==> src/mdsup_defs.svh <==
// Supervisor constants: scaling, limits, timing, offsets.
// Assumes inclusion by bare name.
`ifndef MDSUP_DEFS_SVH
`define MDSUP_DEFS_SVH
// ==========================================================
// Converter scaling
`define MDSUP_SPEED_MAX_RPM 4000
`define MDSUP_POS_MAX_DEG 180
// Bus full scale in centivolts
`define MDSUP_VBUS_FULL_CV 7326
// Phase current full scale in mA
`define MDSUP_IPH_FULL_MA 8250
// Limits in centivolts
`define MDSUP_VBUS_OV_CV 6000
`define MDSUP_VBUS_UV_CV 800
// ==========================================================
// Timing
`define MDSUP_CLK_HZ 200000000
`define MDSUP_TICK_US 500
`define MDSUP_TICK_CYC (`MDSUP_CLK_HZ / 1000000 * `MDSUP_TICK_US)
// ==========================================================
// Interrupt priority levels
`define MDSUP_PRI_OCP 4'h0
`define MDSUP_PRI_SCAN 4'h5
`define MDSUP_PRI_TICK 4'ha
`define MDSUP_PRI_NONE 4'hf
// ==========================================================
// Register byte offsets
`define MDSUP_REG_CTRL 12'h000
`define MDSUP_REG_STATUS 12'h004
`define MDSUP_REG_SPEED 12'h008
`define MDSUP_REG_POS 12'h00c
`define MDSUP_REG_VBUS 12'h010
`define MDSUP_REG_IU 12'h014
`define MDSUP_REG_IV 12'h018
`define MDSUP_REG_IW 12'h01c
`define MDSUP_REG_VREF 12'h020
`define MDSUP_REG_MOD 12'h024
// Control fields
`define MDSUP_CTRL_RUN 0
`define MDSUP_CTRL_STOP 1
`define MDSUP_CTRL_RESET 2
`define MDSUP_CTRL_SVM 3
`define MDSUP_CTRL_TWOSH 4
`define MDSUP_CTRL_POSMODE 5
`endif

==> src/mdsup_pkg.sv <==
// Types shared by the supervisor modules.
// Used by scoped name.
package mdsup_pkg;
  // ==========================================================
  // Operating modes
  typedef enum logic [1:0] {
    MDSUP_STOPPED,
    MDSUP_DRIVING,
    MDSUP_FAULT
  } mdsup_mode_t;
endpackage

==> src/mdsup_top.sv <==
// Motor drive supervisor: switch, scaling, mode, priority, PWM gate
// and AXI4-Lite registers.
// Assumes samples come on ref_clk with a one-cycle valid;
// switch and over-current pins are asynchronous.
//
// Notes on behaviour
// RL1: Low switch runs, high stops
// RL2: CW codes 800-fff give 0-4000 rpm
// RL3: CCW codes 7ff-000 give 0-4000 rpm
// RL4: Position mode maps halves to 0-180 degrees
// RL5: Bus codes 000-fff mean 0-73.26 V
// RL6: Failed bus checks halt PWM
// RL7: Current codes mean -8.25 to +8.25 A
// RL8: Two-shunt option measures only U and W
// RL9: Sine or space-vector selectable by software
// RL10: Sine ratio is reference over bus voltage
// RL11: SVM offsets phases by minus mid-extreme
// RL12: SVM ratio is offset wave over bus
// RL13: Mode is stopped, driving or fault
// RL14: Stop, run, reset from operator; error internal
// RL15: Priority: over-current 0, scan 5, timer 10
// RL16: Periodic timer interrupt every 500 us
// RL17: Over-current pin releases all PWM outputs
// RL18: Over 60 V each period raises error
// RL19: Run, stop, error, reset move the mode
// RL20: Stopped or fault keeps PWM inactive
//
// The implementer's own choices: the AXI4-Lite slave port and the address map.
`timescale 1ns/10ps
`default_nettype none
`include "mdsup_defs.svh"
module mdsup_top (
  input wire logic ref_clk,
  input wire logic nrst,
  // Pins
  input wire logic start_switch_input,
  input wire logic over_current_n,
  // Converter samples
  input wire logic scan_valid,
  input wire logic [11:0] speed_potentiometer,
  input wire logic [11:0] adc_vbus,
  input wire logic [11:0] adc_iu,
  input wire logic [11:0] adc_iv,
  input wire logic [11:0] adc_iw,
  // PWM pins, released by enables
  output logic [5:0] pwm_out,
  output logic [5:0] pwm_oe,
  // Interrupt event and priority
  output logic periodic_timer_interrupt,
  output logic scan_complete_interrupt,
  output logic output_disable_event,
  output logic [3:0] irq_level,
  // AXI4-Lite slave
  input wire logic [11:0] s_axi_awaddr,
  input wire logic s_axi_awvalid,
  output logic s_axi_awready,
  input wire logic [31:0] s_axi_wdata,
  input wire logic [3:0] s_axi_wstrb,
  input wire logic s_axi_wvalid,
  output logic s_axi_wready,
  output logic [1:0] s_axi_bresp,
  output logic s_axi_bvalid,
  input wire logic s_axi_bready,
  input wire logic [11:0] s_axi_araddr,
  input wire logic s_axi_arvalid,
  output logic s_axi_arready,
  output logic [31:0] s_axi_rdata,
  output logic [1:0] s_axi_rresp,
  output logic s_axi_rvalid,
  input wire logic s_axi_rready
);
  localparam int TICK_CYC = `MDSUP_TICK_CYC;

  // ==========================================================
  // Pin synchronisers, three stages each
  logic [2:0] sw_sync, oc_sync; // Stage 0 feeds stage 1 only
  logic sw_level, oc_active, sw_prev;
  logic next_sw_level, next_oc_active;

  // Accept a change once the last two stages agree
  always_comb begin
    next_sw_level = sw_level;
    next_oc_active = oc_active;
    if (sw_sync[1] == sw_sync[2]) next_sw_level = sw_sync[2];
    if (oc_sync[1] == oc_sync[2]) next_oc_active = !oc_sync[2];
  end

  always_ff @(posedge ref_clk or negedge nrst) begin
    if (!nrst) begin
      sw_sync <= 3'h7;
      oc_sync <= 3'h7;
      sw_level <= 1'b1;
      sw_prev <= 1'b1;
      oc_active <= 1'b0;
    end else begin
      sw_sync <= {sw_sync[1:0], start_switch_input};
      oc_sync <= {oc_sync[1:0], over_current_n};
      sw_level <= next_sw_level;
      sw_prev <= sw_level;
      oc_active <= next_oc_active;
    end
  end

  // Switch edges become operator events
  logic sw_run_evt, sw_stop_evt;
  assign sw_run_evt = sw_prev && !sw_level; // RL1
  assign sw_stop_evt = !sw_prev && sw_level; // RL1

  // ==========================================================
  // Converter scaling
  logic [15:0] speed_rpm, pos_deg, vbus_cv, next_vbus_cv;
  logic [15:0] next_speed_rpm, next_pos_deg;
  logic signed [15:0] iu_ma, iv_ma, iw_ma;
  logic signed [15:0] next_iu_ma, next_iv_ma, next_iw_ma;
  logic dir_ccw, next_dir_ccw; // Commanded rotation
  logic two_shunt, svm_sel, pos_mode; // Software options

  // Distance from mid-scale
  function automatic logic [10:0] half_code(input logic [11:0] c);
    half_code = c[11] ? c[10:0] : 11'(~c[10:0]);
  endfunction

  // Scale a half-range code onto 0..full
  function automatic logic [15:0] scale_half(input logic [10:0] h,
    input logic [15:0] full);
    logic [31:0] p;
    p = {21'h0, h} * {16'h0, full};
    scale_half = 16'(p / 32'h000007ff);
  endfunction

  // Signed current, mid-scale is zero
  function automatic logic signed [15:0] scale_cur(input logic [11:0] c);
    logic signed [31:0] p;
    p = (32'(signed'({1'b0, c})) - 32'sh0800) * `MDSUP_IPH_FULL_MA;
    scale_cur = 16'(p / 32'sh0800);
  endfunction

  always_comb begin
    next_dir_ccw = dir_ccw;
    next_speed_rpm = speed_rpm;
    next_pos_deg = pos_deg;
    next_vbus_cv = vbus_cv;
    next_iu_ma = iu_ma;
    next_iv_ma = iv_ma;
    next_iw_ma = iw_ma;
    if (scan_valid) begin
      next_dir_ccw = !speed_potentiometer[11];
      next_speed_rpm = scale_half(half_code(speed_potentiometer),
        16'(`MDSUP_SPEED_MAX_RPM)); // RL2 RL3
      next_pos_deg = scale_half(half_code(speed_potentiometer),
        16'(`MDSUP_POS_MAX_DEG)); // RL4
      next_vbus_cv = 16'(({20'h0, adc_vbus} * `MDSUP_VBUS_FULL_CV)
        / 32'h00000fff); // RL5
      next_iu_ma = scale_cur(adc_iu); // RL7
      next_iw_ma = scale_cur(adc_iw); // RL7
      // Two shunts: V = -(U + W)
      if (two_shunt) next_iv_ma = 16'(-(scale_cur(adc_iu)
        + scale_cur(adc_iw))); // RL8
      else next_iv_ma = scale_cur(adc_iv);
    end
  end

  always_ff @(posedge ref_clk or negedge nrst) begin
    if (!nrst) begin
      dir_ccw <= 1'b0;
      speed_rpm <= 16'h0000;
      pos_deg <= 16'h0000;
      vbus_cv <= 16'h0000;
      iu_ma <= 16'sh0000;
      iv_ma <= 16'sh0000;
      iw_ma <= 16'sh0000;
    end else begin
      dir_ccw <= next_dir_ccw;
      speed_rpm <= next_speed_rpm;
      pos_deg <= next_pos_deg;
      vbus_cv <= next_vbus_cv;
      iu_ma <= next_iu_ma;
      iv_ma <= next_iv_ma;
      iw_ma <= next_iw_ma;
    end
  end

  // ==========================================================
  // Voltage checks, once per control period
  logic vbus_ov, vbus_uv, err_evt;
  // Checked each scan, the control period
  assign vbus_ov = scan_valid && (next_vbus_cv > 16'(`MDSUP_VBUS_OV_CV)); // RL18
  assign vbus_uv = scan_valid && (next_vbus_cv < 16'(`MDSUP_VBUS_UV_CV)); // RL6
  assign err_evt = vbus_ov || vbus_uv || oc_active; // RL14

  // ==========================================================
  // Operating mode machine
  mdsup_pkg::mdsup_mode_t mode, next_mode;
  logic sw_run_cmd, sw_stop_cmd, sw_reset_cmd; // Register pulses

  always_comb begin
    next_mode = mode;
    unique case (mode)
      mdsup_pkg::MDSUP_STOPPED: begin
        if (sw_run_evt || sw_run_cmd) next_mode = mdsup_pkg::MDSUP_DRIVING; // RL19
      end
      mdsup_pkg::MDSUP_DRIVING: begin
        if (sw_stop_evt || sw_stop_cmd) next_mode = mdsup_pkg::MDSUP_STOPPED; // RL19
      end
      mdsup_pkg::MDSUP_FAULT: begin
        if (sw_reset_cmd) next_mode = mdsup_pkg::MDSUP_STOPPED; // RL19
      end
      default: next_mode = mdsup_pkg::MDSUP_FAULT;
    endcase
    // Error beats operator events
    if (err_evt) next_mode = mdsup_pkg::MDSUP_FAULT; // RL13 RL19
  end

  always_ff @(posedge ref_clk or negedge nrst) begin
    if (!nrst) mode <= mdsup_pkg::MDSUP_STOPPED;
    else mode <= next_mode;
  end

  // ==========================================================
  // Periodic timer and interrupt priority
  logic [16:0] tick_cnt, next_tick_cnt;
  logic next_tick;

  always_comb begin
    next_tick = 1'b0;
    if (tick_cnt == 17'(TICK_CYC - 1)) begin
      next_tick_cnt = 17'h00000;
      next_tick = 1'b1; // RL16
    end else begin
      next_tick_cnt = tick_cnt + 17'h00001;
    end
  end

  always_ff @(posedge ref_clk or negedge nrst) begin
    if (!nrst) begin
      tick_cnt <= 17'h00000;
      periodic_timer_interrupt <= 1'b0;
      scan_complete_interrupt <= 1'b0;
      output_disable_event <= 1'b0;
    end else begin
      tick_cnt <= next_tick_cnt;
      periodic_timer_interrupt <= next_tick;
      scan_complete_interrupt <= scan_valid;
      output_disable_event <= next_oc_active && !oc_active;
    end
  end

  // Lowest level number wins
  always_comb begin
    if (output_disable_event) irq_level = `MDSUP_PRI_OCP; // RL15
    else if (scan_complete_interrupt) irq_level = `MDSUP_PRI_SCAN; // RL15
    else if (periodic_timer_interrupt) irq_level = `MDSUP_PRI_TICK; // RL15
    else irq_level = `MDSUP_PRI_NONE;
  end

  // ==========================================================
  // Modulation and PWM gating
  logic signed [15:0] vref, wave_u, wave_v, wave_w; // vref by software
  logic [15:0] mod_ratio;
  logic [15:0] carrier; // Free-running sawtooth
  logic drive_ok;
  logic [2:0] hs; // Upper switch wanted, per phase

  mdsup_modwave u_wave (
    .ref_clk(ref_clk),
    .nrst(nrst),
    .svm_sel(svm_sel), // RL9
    .cmd_u(vref),
    .cmd_v(16'(-(vref >>> 1))),
    .cmd_w(16'(-(vref >>> 1))),
    .vbus_cv(vbus_cv),
    .wave_u(wave_u),
    .wave_v(wave_v),
    .wave_w(wave_w),
    .mod_ratio(mod_ratio)
  );

  assign drive_ok = (mode == mdsup_pkg::MDSUP_DRIVING) && !err_evt; // RL20 RL6
  assign hs = {wave_w > signed'(carrier), wave_v > signed'(carrier),
    wave_u > signed'(carrier)};

  always_ff @(posedge ref_clk or negedge nrst) begin
    if (!nrst) begin
      carrier <= 16'h0000;
      pwm_out <= 6'h00;
      pwm_oe <= 6'h00;
    end else begin
      carrier <= carrier + 16'h0100;
      if (oc_active || next_oc_active) begin
        pwm_oe <= 6'h00; // RL17
        pwm_out <= 6'h00;
      end else if (!drive_ok) begin
        pwm_oe <= 6'h3f;
        pwm_out <= 6'h00; // RL20 RL6
      end else begin
        pwm_oe <= 6'h3f;
        pwm_out <= {!hs[2], hs[2], !hs[1], hs[1], !hs[0], hs[0]};
      end
    end
  end

  // ==========================================================
  // AXI4-Lite slave, one write and one read at a time
  logic aw_held, w_held, next_aw_held, next_w_held;
  logic [11:0] aw_addr, next_aw_addr;
  logic [31:0] w_data, next_w_data;
  logic [2:0] opts, next_opts; // svm, two-shunt, position mode
  logic next_bvalid, next_rvalid, next_run, next_stop, next_rst;
  logic [31:0] next_rdata;
  logic [1:0] next_bresp, next_rresp;
  logic signed [15:0] next_vref;

  assign s_axi_awready = !aw_held && !s_axi_bvalid;
  assign s_axi_wready = !w_held && !s_axi_bvalid;
  assign s_axi_arready = !s_axi_rvalid;
  assign svm_sel = opts[0];
  assign two_shunt = opts[1];
  assign pos_mode = opts[2];

  always_comb begin
    next_aw_held = aw_held || (s_axi_awvalid && s_axi_awready);
    next_w_held = w_held || (s_axi_wvalid && s_axi_wready);
    next_aw_addr = (s_axi_awvalid && s_axi_awready) ? s_axi_awaddr : aw_addr;
    next_w_data = (s_axi_wvalid && s_axi_wready) ? s_axi_wdata : w_data;
    next_bvalid = s_axi_bvalid && !s_axi_bready;
    next_bresp = s_axi_bresp;
    next_opts = opts;
    next_vref = vref;
    next_run = 1'b0;
    next_stop = 1'b0;
    next_rst = 1'b0;
    if (aw_held && w_held && !s_axi_bvalid) begin
      next_aw_held = 1'b0;
      next_w_held = 1'b0;
      next_bvalid = 1'b1;
      next_bresp = 2'b00;
      if (aw_addr == `MDSUP_REG_CTRL) begin
        next_run = w_data[`MDSUP_CTRL_RUN]; // RL14
        next_stop = w_data[`MDSUP_CTRL_STOP]; // RL14
        next_rst = w_data[`MDSUP_CTRL_RESET]; // RL14
        next_opts = {w_data[`MDSUP_CTRL_POSMODE], w_data[`MDSUP_CTRL_TWOSH],
          w_data[`MDSUP_CTRL_SVM]};
      end else if (aw_addr == `MDSUP_REG_VREF) begin
        next_vref = w_data[15:0];
      end else begin
        next_bresp = 2'b10; // Unmapped or read-only
      end
    end
    next_rvalid = s_axi_rvalid && !s_axi_rready;
    next_rdata = s_axi_rdata;
    next_rresp = s_axi_rresp;
    if (s_axi_arvalid && s_axi_arready) begin
      next_rvalid = 1'b1;
      next_rresp = 2'b00;
      unique case (s_axi_araddr)
        `MDSUP_REG_CTRL: next_rdata = {26'h0, opts, 3'h0};
        `MDSUP_REG_STATUS: next_rdata = {26'h0, sw_level, oc_active,
          dir_ccw, pos_mode, mode};
        `MDSUP_REG_SPEED: next_rdata = {16'h0, speed_rpm};
        `MDSUP_REG_POS: next_rdata = {16'h0, pos_deg};
        `MDSUP_REG_VBUS: next_rdata = {16'h0, vbus_cv};
        `MDSUP_REG_IU: next_rdata = {16'h0, iu_ma};
        `MDSUP_REG_IV: next_rdata = {16'h0, iv_ma};
        `MDSUP_REG_IW: next_rdata = {16'h0, iw_ma};
        `MDSUP_REG_VREF: next_rdata = {16'h0, vref};
        `MDSUP_REG_MOD: next_rdata = {16'h0, mod_ratio};
        default: begin
          next_rdata = 32'h00000000;
          next_rresp = 2'b10;
        end
      endcase
    end
  end

  always_ff @(posedge ref_clk or negedge nrst) begin
    if (!nrst) begin
      aw_held <= 1'b0;
      w_held <= 1'b0;
      aw_addr <= 12'h000;
      w_data <= 32'h00000000;
      s_axi_bvalid <= 1'b0;
      s_axi_bresp <= 2'b00;
      s_axi_rvalid <= 1'b0;
      s_axi_rdata <= 32'h00000000;
      s_axi_rresp <= 2'b00;
      opts <= 3'h0;
      vref <= 16'sh0000;
      sw_run_cmd <= 1'b0;
      sw_stop_cmd <= 1'b0;
      sw_reset_cmd <= 1'b0;
    end else begin
      aw_held <= next_aw_held;
      w_held <= next_w_held;
      aw_addr <= next_aw_addr;
      w_data <= next_w_data;
      s_axi_bvalid <= next_bvalid;
      s_axi_bresp <= next_bresp;
      s_axi_rvalid <= next_rvalid;
      s_axi_rdata <= next_rdata;
      s_axi_rresp <= next_rresp;
      opts <= next_opts;
      vref <= next_vref;
      sw_run_cmd <= next_run;
      sw_stop_cmd <= next_stop;
      sw_reset_cmd <= next_rst;
    end
  end
endmodule
`default_nettype wire

==> src/mdsup_modwave.sv <==
// Modulation wave: sine or space-vector offset, and ratio.
// Assumes steady inputs over a cycle.
`timescale 1ns/10ps
`default_nettype none
module mdsup_modwave (
  input wire logic ref_clk,
  input wire logic nrst,
  input wire logic svm_sel,
  input wire logic signed [15:0] cmd_u,
  input wire logic signed [15:0] cmd_v,
  input wire logic signed [15:0] cmd_w,
  input wire logic [15:0] vbus_cv,
  output logic signed [15:0] wave_u,
  output logic signed [15:0] wave_v,
  output logic signed [15:0] wave_w,
  output logic [15:0] mod_ratio
);
  // ==========================================================
  // Offset and ratio computation
  logic signed [15:0] vmax, vmin; // Command extremes
  logic signed [16:0] offs; // Minus half the extremes' sum
  logic signed [15:0] next_wave_u, next_wave_v, next_wave_w;
  logic [15:0] next_mod_ratio;
  logic [15:0] peak; // Magnitude of u-phase wave
  logic [31:0] num;

  function automatic logic signed [15:0] max2(
    input logic signed [15:0] a, input logic signed [15:0] b);
    max2 = (a > b) ? a : b;
  endfunction

  function automatic logic signed [15:0] min2(
    input logic signed [15:0] a, input logic signed [15:0] b);
    min2 = (a < b) ? a : b;
  endfunction

  // Combinational wave shaping
  always_comb begin
    vmax = max2(max2(cmd_u, cmd_v), cmd_w);
    vmin = min2(min2(cmd_u, cmd_v), cmd_w);
    // Shift before adding would lose the lsb; sum at 17 bits first
    offs = -((17'(vmax) + 17'(vmin)) >>> 1);
    if (svm_sel) begin
      // Common-mode offset lifts usable line voltage
      next_wave_u = 16'(17'(cmd_u) + offs); // RL11
      next_wave_v = 16'(17'(cmd_v) + offs); // RL11
      next_wave_w = 16'(17'(cmd_w) + offs); // RL11
    end else begin
      next_wave_u = cmd_u;
      next_wave_v = cmd_v;
      next_wave_w = cmd_w;
    end
    // Q12 ratio of wave over bus
    peak = next_wave_u[15] ? 16'(-next_wave_u) : next_wave_u;
    num = {4'h0, peak, 12'h000};
    if (vbus_cv == 16'h0000) begin
      // No bus: report zero rather than divide by zero
      next_mod_ratio = 16'h0000;
    end else begin
      next_mod_ratio = 16'(num / {16'h0000, vbus_cv}); // RL10 RL12
    end
  end

  // Register outputs
  always_ff @(posedge ref_clk or negedge nrst) begin
    if (!nrst) begin
      wave_u <= 16'sh0000;
      wave_v <= 16'sh0000;
      wave_w <= 16'sh0000;
      mod_ratio <= 16'h0000;
    end else begin
      wave_u <= next_wave_u;
      wave_v <= next_wave_v;
      wave_w <= next_wave_w;
      mod_ratio <= next_mod_ratio;
    end
  end
endmodule
`default_nettype wire

==> config.mk <==
export PLATFORM = sky130hd
export DESIGN_NAME = mdsup_top
export DESIGN_NICKNAME = d
export VERILOG_FILES = /design/src/mdsup_pkg.sv /design/src/mdsup_top.sv /design/src/mdsup_modwave.sv
export VERILOG_INCLUDE_DIRS = /design/src
export SDC_FILE = /design/constraint.sdc
export NUM_CORES = 2
export LEC_CHECK = 0
export ABC_AREA = 1
export BUFFER_PORTS_ARGS = -buffer_cell sky130_fd_sc_hd__buf_2
export CAP_MARGIN = 10
export CORE_MARGIN = 3
export CORE_UTILIZATION = 65
export CTS_BUF_LIST = sky130_fd_sc_hd__clkbuf_4 sky130_fd_sc_hd__clkbuf_8
export DETAILED_ROUTE_END_ITERATION = 10
export PLACE_DENSITY = 0.86
export SLEW_MARGIN = 10
export SYNTH_ARGS = -nofsm -noshare
export SYNTH_HDL_FRONTEND = slang
export SYNTH_SLANG_ARGS = --single-unit
==> constraint.sdc <==
create_clock -name ref_clk -period 255.2 [get_ports ref_clk]
set_input_delay 38.28 -clock ref_clk [delete_from_list [all_inputs] [get_ports ref_clk]]
set_output_delay 38.28 -clock ref_clk [all_outputs]
set_load 0.005 [all_outputs]
# Word-level counts from Yosys, hierarchy flattened
# Cells that the tools add are included.
op_classes:
  mul: 6
  mux: 39
  n_addsub: 16
  bitwise_logic: 5
  order_cmp: 8
  n_eq_ne: 18
  n_div: 4
  reduce_logical: 47
  shift: 0
op_table:
  columns: ["cell", "count"]
  rows:
  - ["$mux 16", 10]
  - ["$pmux 16 s10", 1]
  - ["$mul 13x14->27 const B", 3]
  - ["$gt 16x16->1", 4]
  - ["$add 16x1->16", 3]
  - ["$add 16x16->16", 3]
  - ["$eq 12x5->1 const B", 4]
  - ["$neg 16->16", 3]
  - ["$reduce_or 10->1", 4]
  - ["$sub 12x12->13 const B", 3]
  - ["$eq 12x6->1 const B", 3]
  - ["$div 19x11->32 const B", 1]
  - ["$div 23x11->32 const B", 1]
  - ["$div 25x12->32 const B", 1]
  - ["$div 28x16->32", 1]
  - ["$lt 16x16->1", 2]
  - ["$eq 12x4->1 const B", 2]
  - ["$logic_not 12->1", 2]
  - ["$mul 12x12->24 const B", 1]
  - ["$mul 11x7->18 const B", 1]
  - ["$mux 6", 3]
  - ["$add 16x16->17", 1]
  - ["$add 17x1->17 const B", 1]
  - ["$eq 17x17->1 const B", 1]
  - ["other kinds (27)", 84]
word_totals:
  ramBits: 0
  wordCells: 180
  register_bits: 294
  mem_bits_ro: 0
  latch_bits: 0
  input_bits: 130
  mem_count: 0
  out_inout_bits: 60

# Longest topological paths before layout
logic_depth:
  ltp_word: 13
  depth_mapped: 615
  mapped_depth_nobuf: 565

# Modules after synthesis
# A second synthesis with hierarchy kept.
hier_totals:
  cells_unflattened: 11092
  hier_area_um2: 72411.9
by_module_without_submodules:
  columns: ["module", "seq_area_each_um2", "cells_per_inst", "instances", "area_each_um2"]
  rows:
  - ["mdsup_modwave", 1601.5, 6090, 1, 37492.2]
  - ["mdsup_top", 5139.9, 5002, 1, 34919.7]

# Worst setup path after synthesis
# No wires, ideal clock.
synth_timing:
  kind: "flip-flop to flip-flop"
  from: "register vref[1]"
  to: "register u_wave.mod_ratio[0]"
  required_time_ps: 255086
  setup_time_ps: 114
  synth_period_minus_slack_ps: 80278
  n_path_buf: 57
  arrival_ps: 80164
  path_slack_ps: 174922
  path_stages_with_launch: 579
  cell_sequence: "dfrtp_1 buf_4 inv_1 ha_1 nand2_1 nor4_1 nand3_1 xor2_1 inv_1 ha_1 nand2_1 inv_1 nand4_1 nor2_1 a21oi_1 nand3_2 nand2_4 inv_6 [... 543 more ...] nor2_4 nand3_1 nor2_1 buf_2 nand2_1 o21ai_1 ha_1 a21oi_1 nor2_1 a211oi_1 o221a_2 nand2_1 nor2_1 nand3_1 nor2_2 nand3_1 nand2_1 inv_1"
synth_between:
  elab_chain_cells: 13
  elab_cells_between_ends: 17
  classes_between: "add/sub: 5; div: 1; order compare: 4; mux: 7"
synth_rtl:
  columns: ["element", "line_no", "source"]
  rows:
  - ["start, declared", "mdsup_top.sv:258", "logic signed [15:0] vref, wave_u, wave_v, wave_w;"]
  - ["start signal, assigned", "mdsup_top.sv:402", "vref <= next_vref;"]
  - ["$neg 15->16", "mdsup_top.sv:269, mdsup_top.sv:270", null]
  - ["$gt 16x16->1 / $lt 16x16->1 (equally long branches)", "mdsup_modwave.sv:29, mdsup_modwave.sv:34", null]
  - ["$mux 16 (on tied branches)", "mdsup_modwave.sv:29, mdsup_modwave.sv:34", null]
  - ["$gt 16x16->1 / $lt 16x16->1 (equally long branches)", "mdsup_modwave.sv:29, mdsup_modwave.sv:34", null]
  - ["$mux 16 (on tied branches)", "mdsup_modwave.sv:29, mdsup_modwave.sv:34", null]
  - ["$add 16x16->17", "mdsup_modwave.sv:42", "offs = -((17'(vmax) + 17'(vmin)) >>> 1);"]
  - ["$neg 16->16", "mdsup_modwave.sv:42", null]
  - ["$add 16x16->16", "mdsup_modwave.sv:45", "next_wave_u = 16'(17'(cmd_u) + offs);"]
  - ["$mux 16 (*)", "mdsup_modwave.sv:43", "if (svm_sel) begin"]
  - ["$neg 16->16", "mdsup_modwave.sv:54", "peak = next_wave_u[15] ? 16'(-next_wave_u) : next_wave_u;"]
  - ["$mux 16 (*)", "mdsup_modwave.sv:54", null]
  - ["$div 28x16->32 (*)", "mdsup_modwave.sv:60", "next_mod_ratio = 16'(num / {16'h0000, vbus_cv});"]
  - ["$mux 16 (*)", "mdsup_modwave.sv:56", "if (vbus_cv == 16'h0000) begin"]
  - ["net u_wave.next_mod_ratio[0]", "mdsup_modwave.sv:23", "logic [15:0] next_mod_ratio;"]
  - ["end signal, assigned", "mdsup_modwave.sv:75", "mod_ratio <= next_mod_ratio;"]
  - ["end, declared", "mdsup_modwave.sv:16", "output logic [15:0] mod_ratio"]
# The timed path passes the listed nets; every way through them passes the cells marked *.
# A chain may end at the register's enable or synchronous reset.

# Worst setup path after layout
# Same ends and word-level chain as after synthesis.

==> reports/results.ini <==
[synthesis]
seq_area_frac_synth_pct = 9.58
ys_async_sr_fraction_pct = 100
synthCells = 9887
syn_area_sq_um = 65700
synth_area_leader_cell = ha_1
ys_types = 104
synthTopCellsByArea = ha_1, nand2_1, dfrtp_1
synth_top_area_share_pct = 18.9
postSynthAreaPerCell_sq_um = 6.64
synth_flop_cell = dfrtp_1
synth_edf_count = 0
ys_ff_latch = 251
ys_warn_count = 0

[timing]
rsz0062_at_grt = false
min_period_ps = 98330
clock.fmax_mhz = 10.2
period_share_pct = 38.5
setup_viol = 0
worstMarginPinSlew_ps = 1150
setup_tns_ps = 0
relSlewSlack_pct = 23.1
fin_ws_ps = 156870
final-max-slew-violation-count = 0
hold_viol = 0
timing.hold.ws_ps = 283
fin_worst_skew_ps = 86.1

[global_route]
antenna_found_initial = 8
track_usage_pct = 33.2
grt-ovfl-total = 0
first_global_vias = 62500
grt_pass1_wl_um = 291000
grt_max_degree = 114

[placed_design]
gp_routability_congestion = 1.01
hpwlAfterDp_um = 145000
dp_cells = 11200
dp_slack_ps = 159100
io_buffer_count = 151

[floorplanning]
die_h_um = 324
ioPinCount = 190
rows = 115
start_util_pct = 66.2
die_area_sq_um = 105000
die_w_um = 324
core_sq_um = 99300

[setup_path]
critPathMostFrequentCell = a21oi_1
critical-path-top-delay-family = compound AO/OA/AOI/OAI gates
crit_path_end = u_wave.mod_ratio[0]$_DFF_PN0_
startpoint_type = flop
worst-path-stages = 529
startpoint = vref[1]$_DFFE_PN0P_
r2r_slack_ps = 156870
cp.buffers_inverters = 66
worst_r2r_endpoint = u_wave.mod_ratio[0]$_DFF_PN0_
crit_slowest_cell = nand4_2
worstPathRequired_ps = 255770
slowest_delay_ps = 740
critical_path_arrival_ps = 98900
worst-setup-path-type = reg2reg
worst-path-max-fanout = 34
end_kind = flop
worstRegToRegCells = 529
reg2reg_from = vref[1]$_DFFE_PN0P_

[clocking]
htree_num_levels = 2
path_clk_slew_ps = 70
cts_tree = yes
clkSinkCount = 251
ctsHoldBuffers = 0
cts_root_buf = clkbuf_8
cts_buffers = 45
worst_skew_pair.late_latency_ps = 680
ctsResizeCount = 0
cts_buffer_depth = 3
cts_setup_buffers = 0

[job]
maxCapViolations = 0

[drt]
post-route-drc-count = 0
via_per_inst = 5.76
drtAntennaViolNets = 0
drtIter0Drc = 4859
wl_per_cell_um = 15.7
wirelength_um = 178000
first_pass_iters = 8
num_vias = 65100

[layout]
drive_above_1_share_pct = 9.40
area_growth_pct = 3.85
final_common_cell = nand2_1
final_net_count = 11300
final_cell_mix = nand2_1, inv_1, ha_1
fin_cells = 11300
fill_cells = 8414
multi_input_comb_area_sq_um = 51800
seq_area_sq_um = 6290

[run_status]
status = completed

[hold_path]
hold_path.class = reg2reg

flip-flops by register name, summed over array words and instances, names as in the netlist, 4 cells and up:
name and flops:
tick_cnt 17, iu_ma 16, iv_ma 16, iw_ma 16, s_axi_rdata 16, u_wave.mod_ratio 16, u_wave.wave_u 16, u_wave.wave_w 16
vbus_cv 16, vref 16, w_data 16, speed_rpm 13, aw_addr 12, pos_deg 9, carrier 8, pwm_out 4
worst min path at each step:
stage,startpoint,to,slack (ps),cells past startpoint
6_report,sw_sync[0]$_DFF_PN1_,sw_sync[1]$_DFF_PN1_,280,0
5_1_grt,sw_sync[0]$_DFF_PN1_,sw_sync[1]$_DFF_PN1_,320,0
4_1_cts,sw_sync[0]$_DFF_PN1_,sw_sync[1]$_DFF_PN1_,290,0
3_5_place_dp,oc_sync[0]$_DFF_PN1_,oc_sync[1]$_DFF_PN1_,350,0
3_3_place_gp,oc_sync[0]$_DFF_PN1_,oc_sync[1]$_DFF_PN1_,350,0
2_1_floorplan,oc_sync[0]$_DFF_PN1_,oc_sync[1]$_DFF_PN1_,350,0
final cells by class:
class,count,area share (%)
diodes,4,0.0147
clock buffers,63,1.21
clock inverters,20,0.304
inverters,1666,9.37
multi-input cells,7809,75.9
flip-flops and latches,251,9.22
well taps,1287,2.36
repair buffers,193,1.58
kinds of logic (layout without fill, tap and decap cells):
logic type,after synthesis,after routing,synth area share [%]
flip-flops,251,251,9.58
AO/OA/AOI/OAI,1714,1714,14.6
adder cells (fa/ha/maj),1170,1170,24.3
XOR/XNOR,684,684,9.22
buffers and inverters,1847,1942,11.7
multiplexers,14,14,0.236
other,1,25,0.00571
AND/OR/NAND/NOR,4206,4206,30.4
cell usage after synthesis, types with 9 or more instances:
library cell,number
o221ai_1,9
nand3_2,74
clkbuf_1,85
o22ai_1,20
nand3_1,490
xor2_1,434
clkinv_1,19
o31ai_1,33
nand3b_1,20
nor3_1,130
ha_1,993
o21bai_1,82
nand4_1,168
nand2_2,164
o21ai_1,43
o21ai_2,23
mux2_2,12
o21ai_0,710
fa_1,176
o211ai_1,17
nand2_1,1966
a31oi_1,44
nor4_1,68
nand4_2,11
o21a_1,24
or2_2,58
inv_2,48
a211oi_1,15
xnor2_1,243
clkbuf_8,11
nor2_1,808
dfrtp_1,243
nor2_4,31
a21o_1,29
buf_6,23
nand2_4,78
a21oi_1,588
nand3_4,18
nor2_2,66
inv_1,1580
buf_4,39
worst register-to-register path, delay by kind of cell (launching register included):
family | cells | cell delay, ps
AOI/OAI and AO/OA | 200 | 41340
xor gates and xnor gates | 4 | 1140
adders and majority gates | 37 | 12700
buffers and inverters | 66 | 11740
DFF | 1 | 610
and+or+nand+nor | 222 | 30610
metal layers:
metal / global-route usage, % / vias to the layer above / wire, um
met5: 0 / - / 34
met4: 14.4 / 4 / 8270
met3: 3.98 / 517 / 12700
met2: 58.1 / 2160 / 83300
met1: 41.0 / 29900 / 73200
li1: - / 32500 / -
stage by stage:
step	util, %	instance area, sq um
after floorplan	-	65800
after global placement	67.7	67200
after detailed placement	67.7	67200
after CTS	68.7	68200
after global routing	68.7	68200
final	68.7	68200
Power is left out: the tool's default activity adds up to more than one toggle a clock period on the data nets, which glitch-free logic cannot reach.
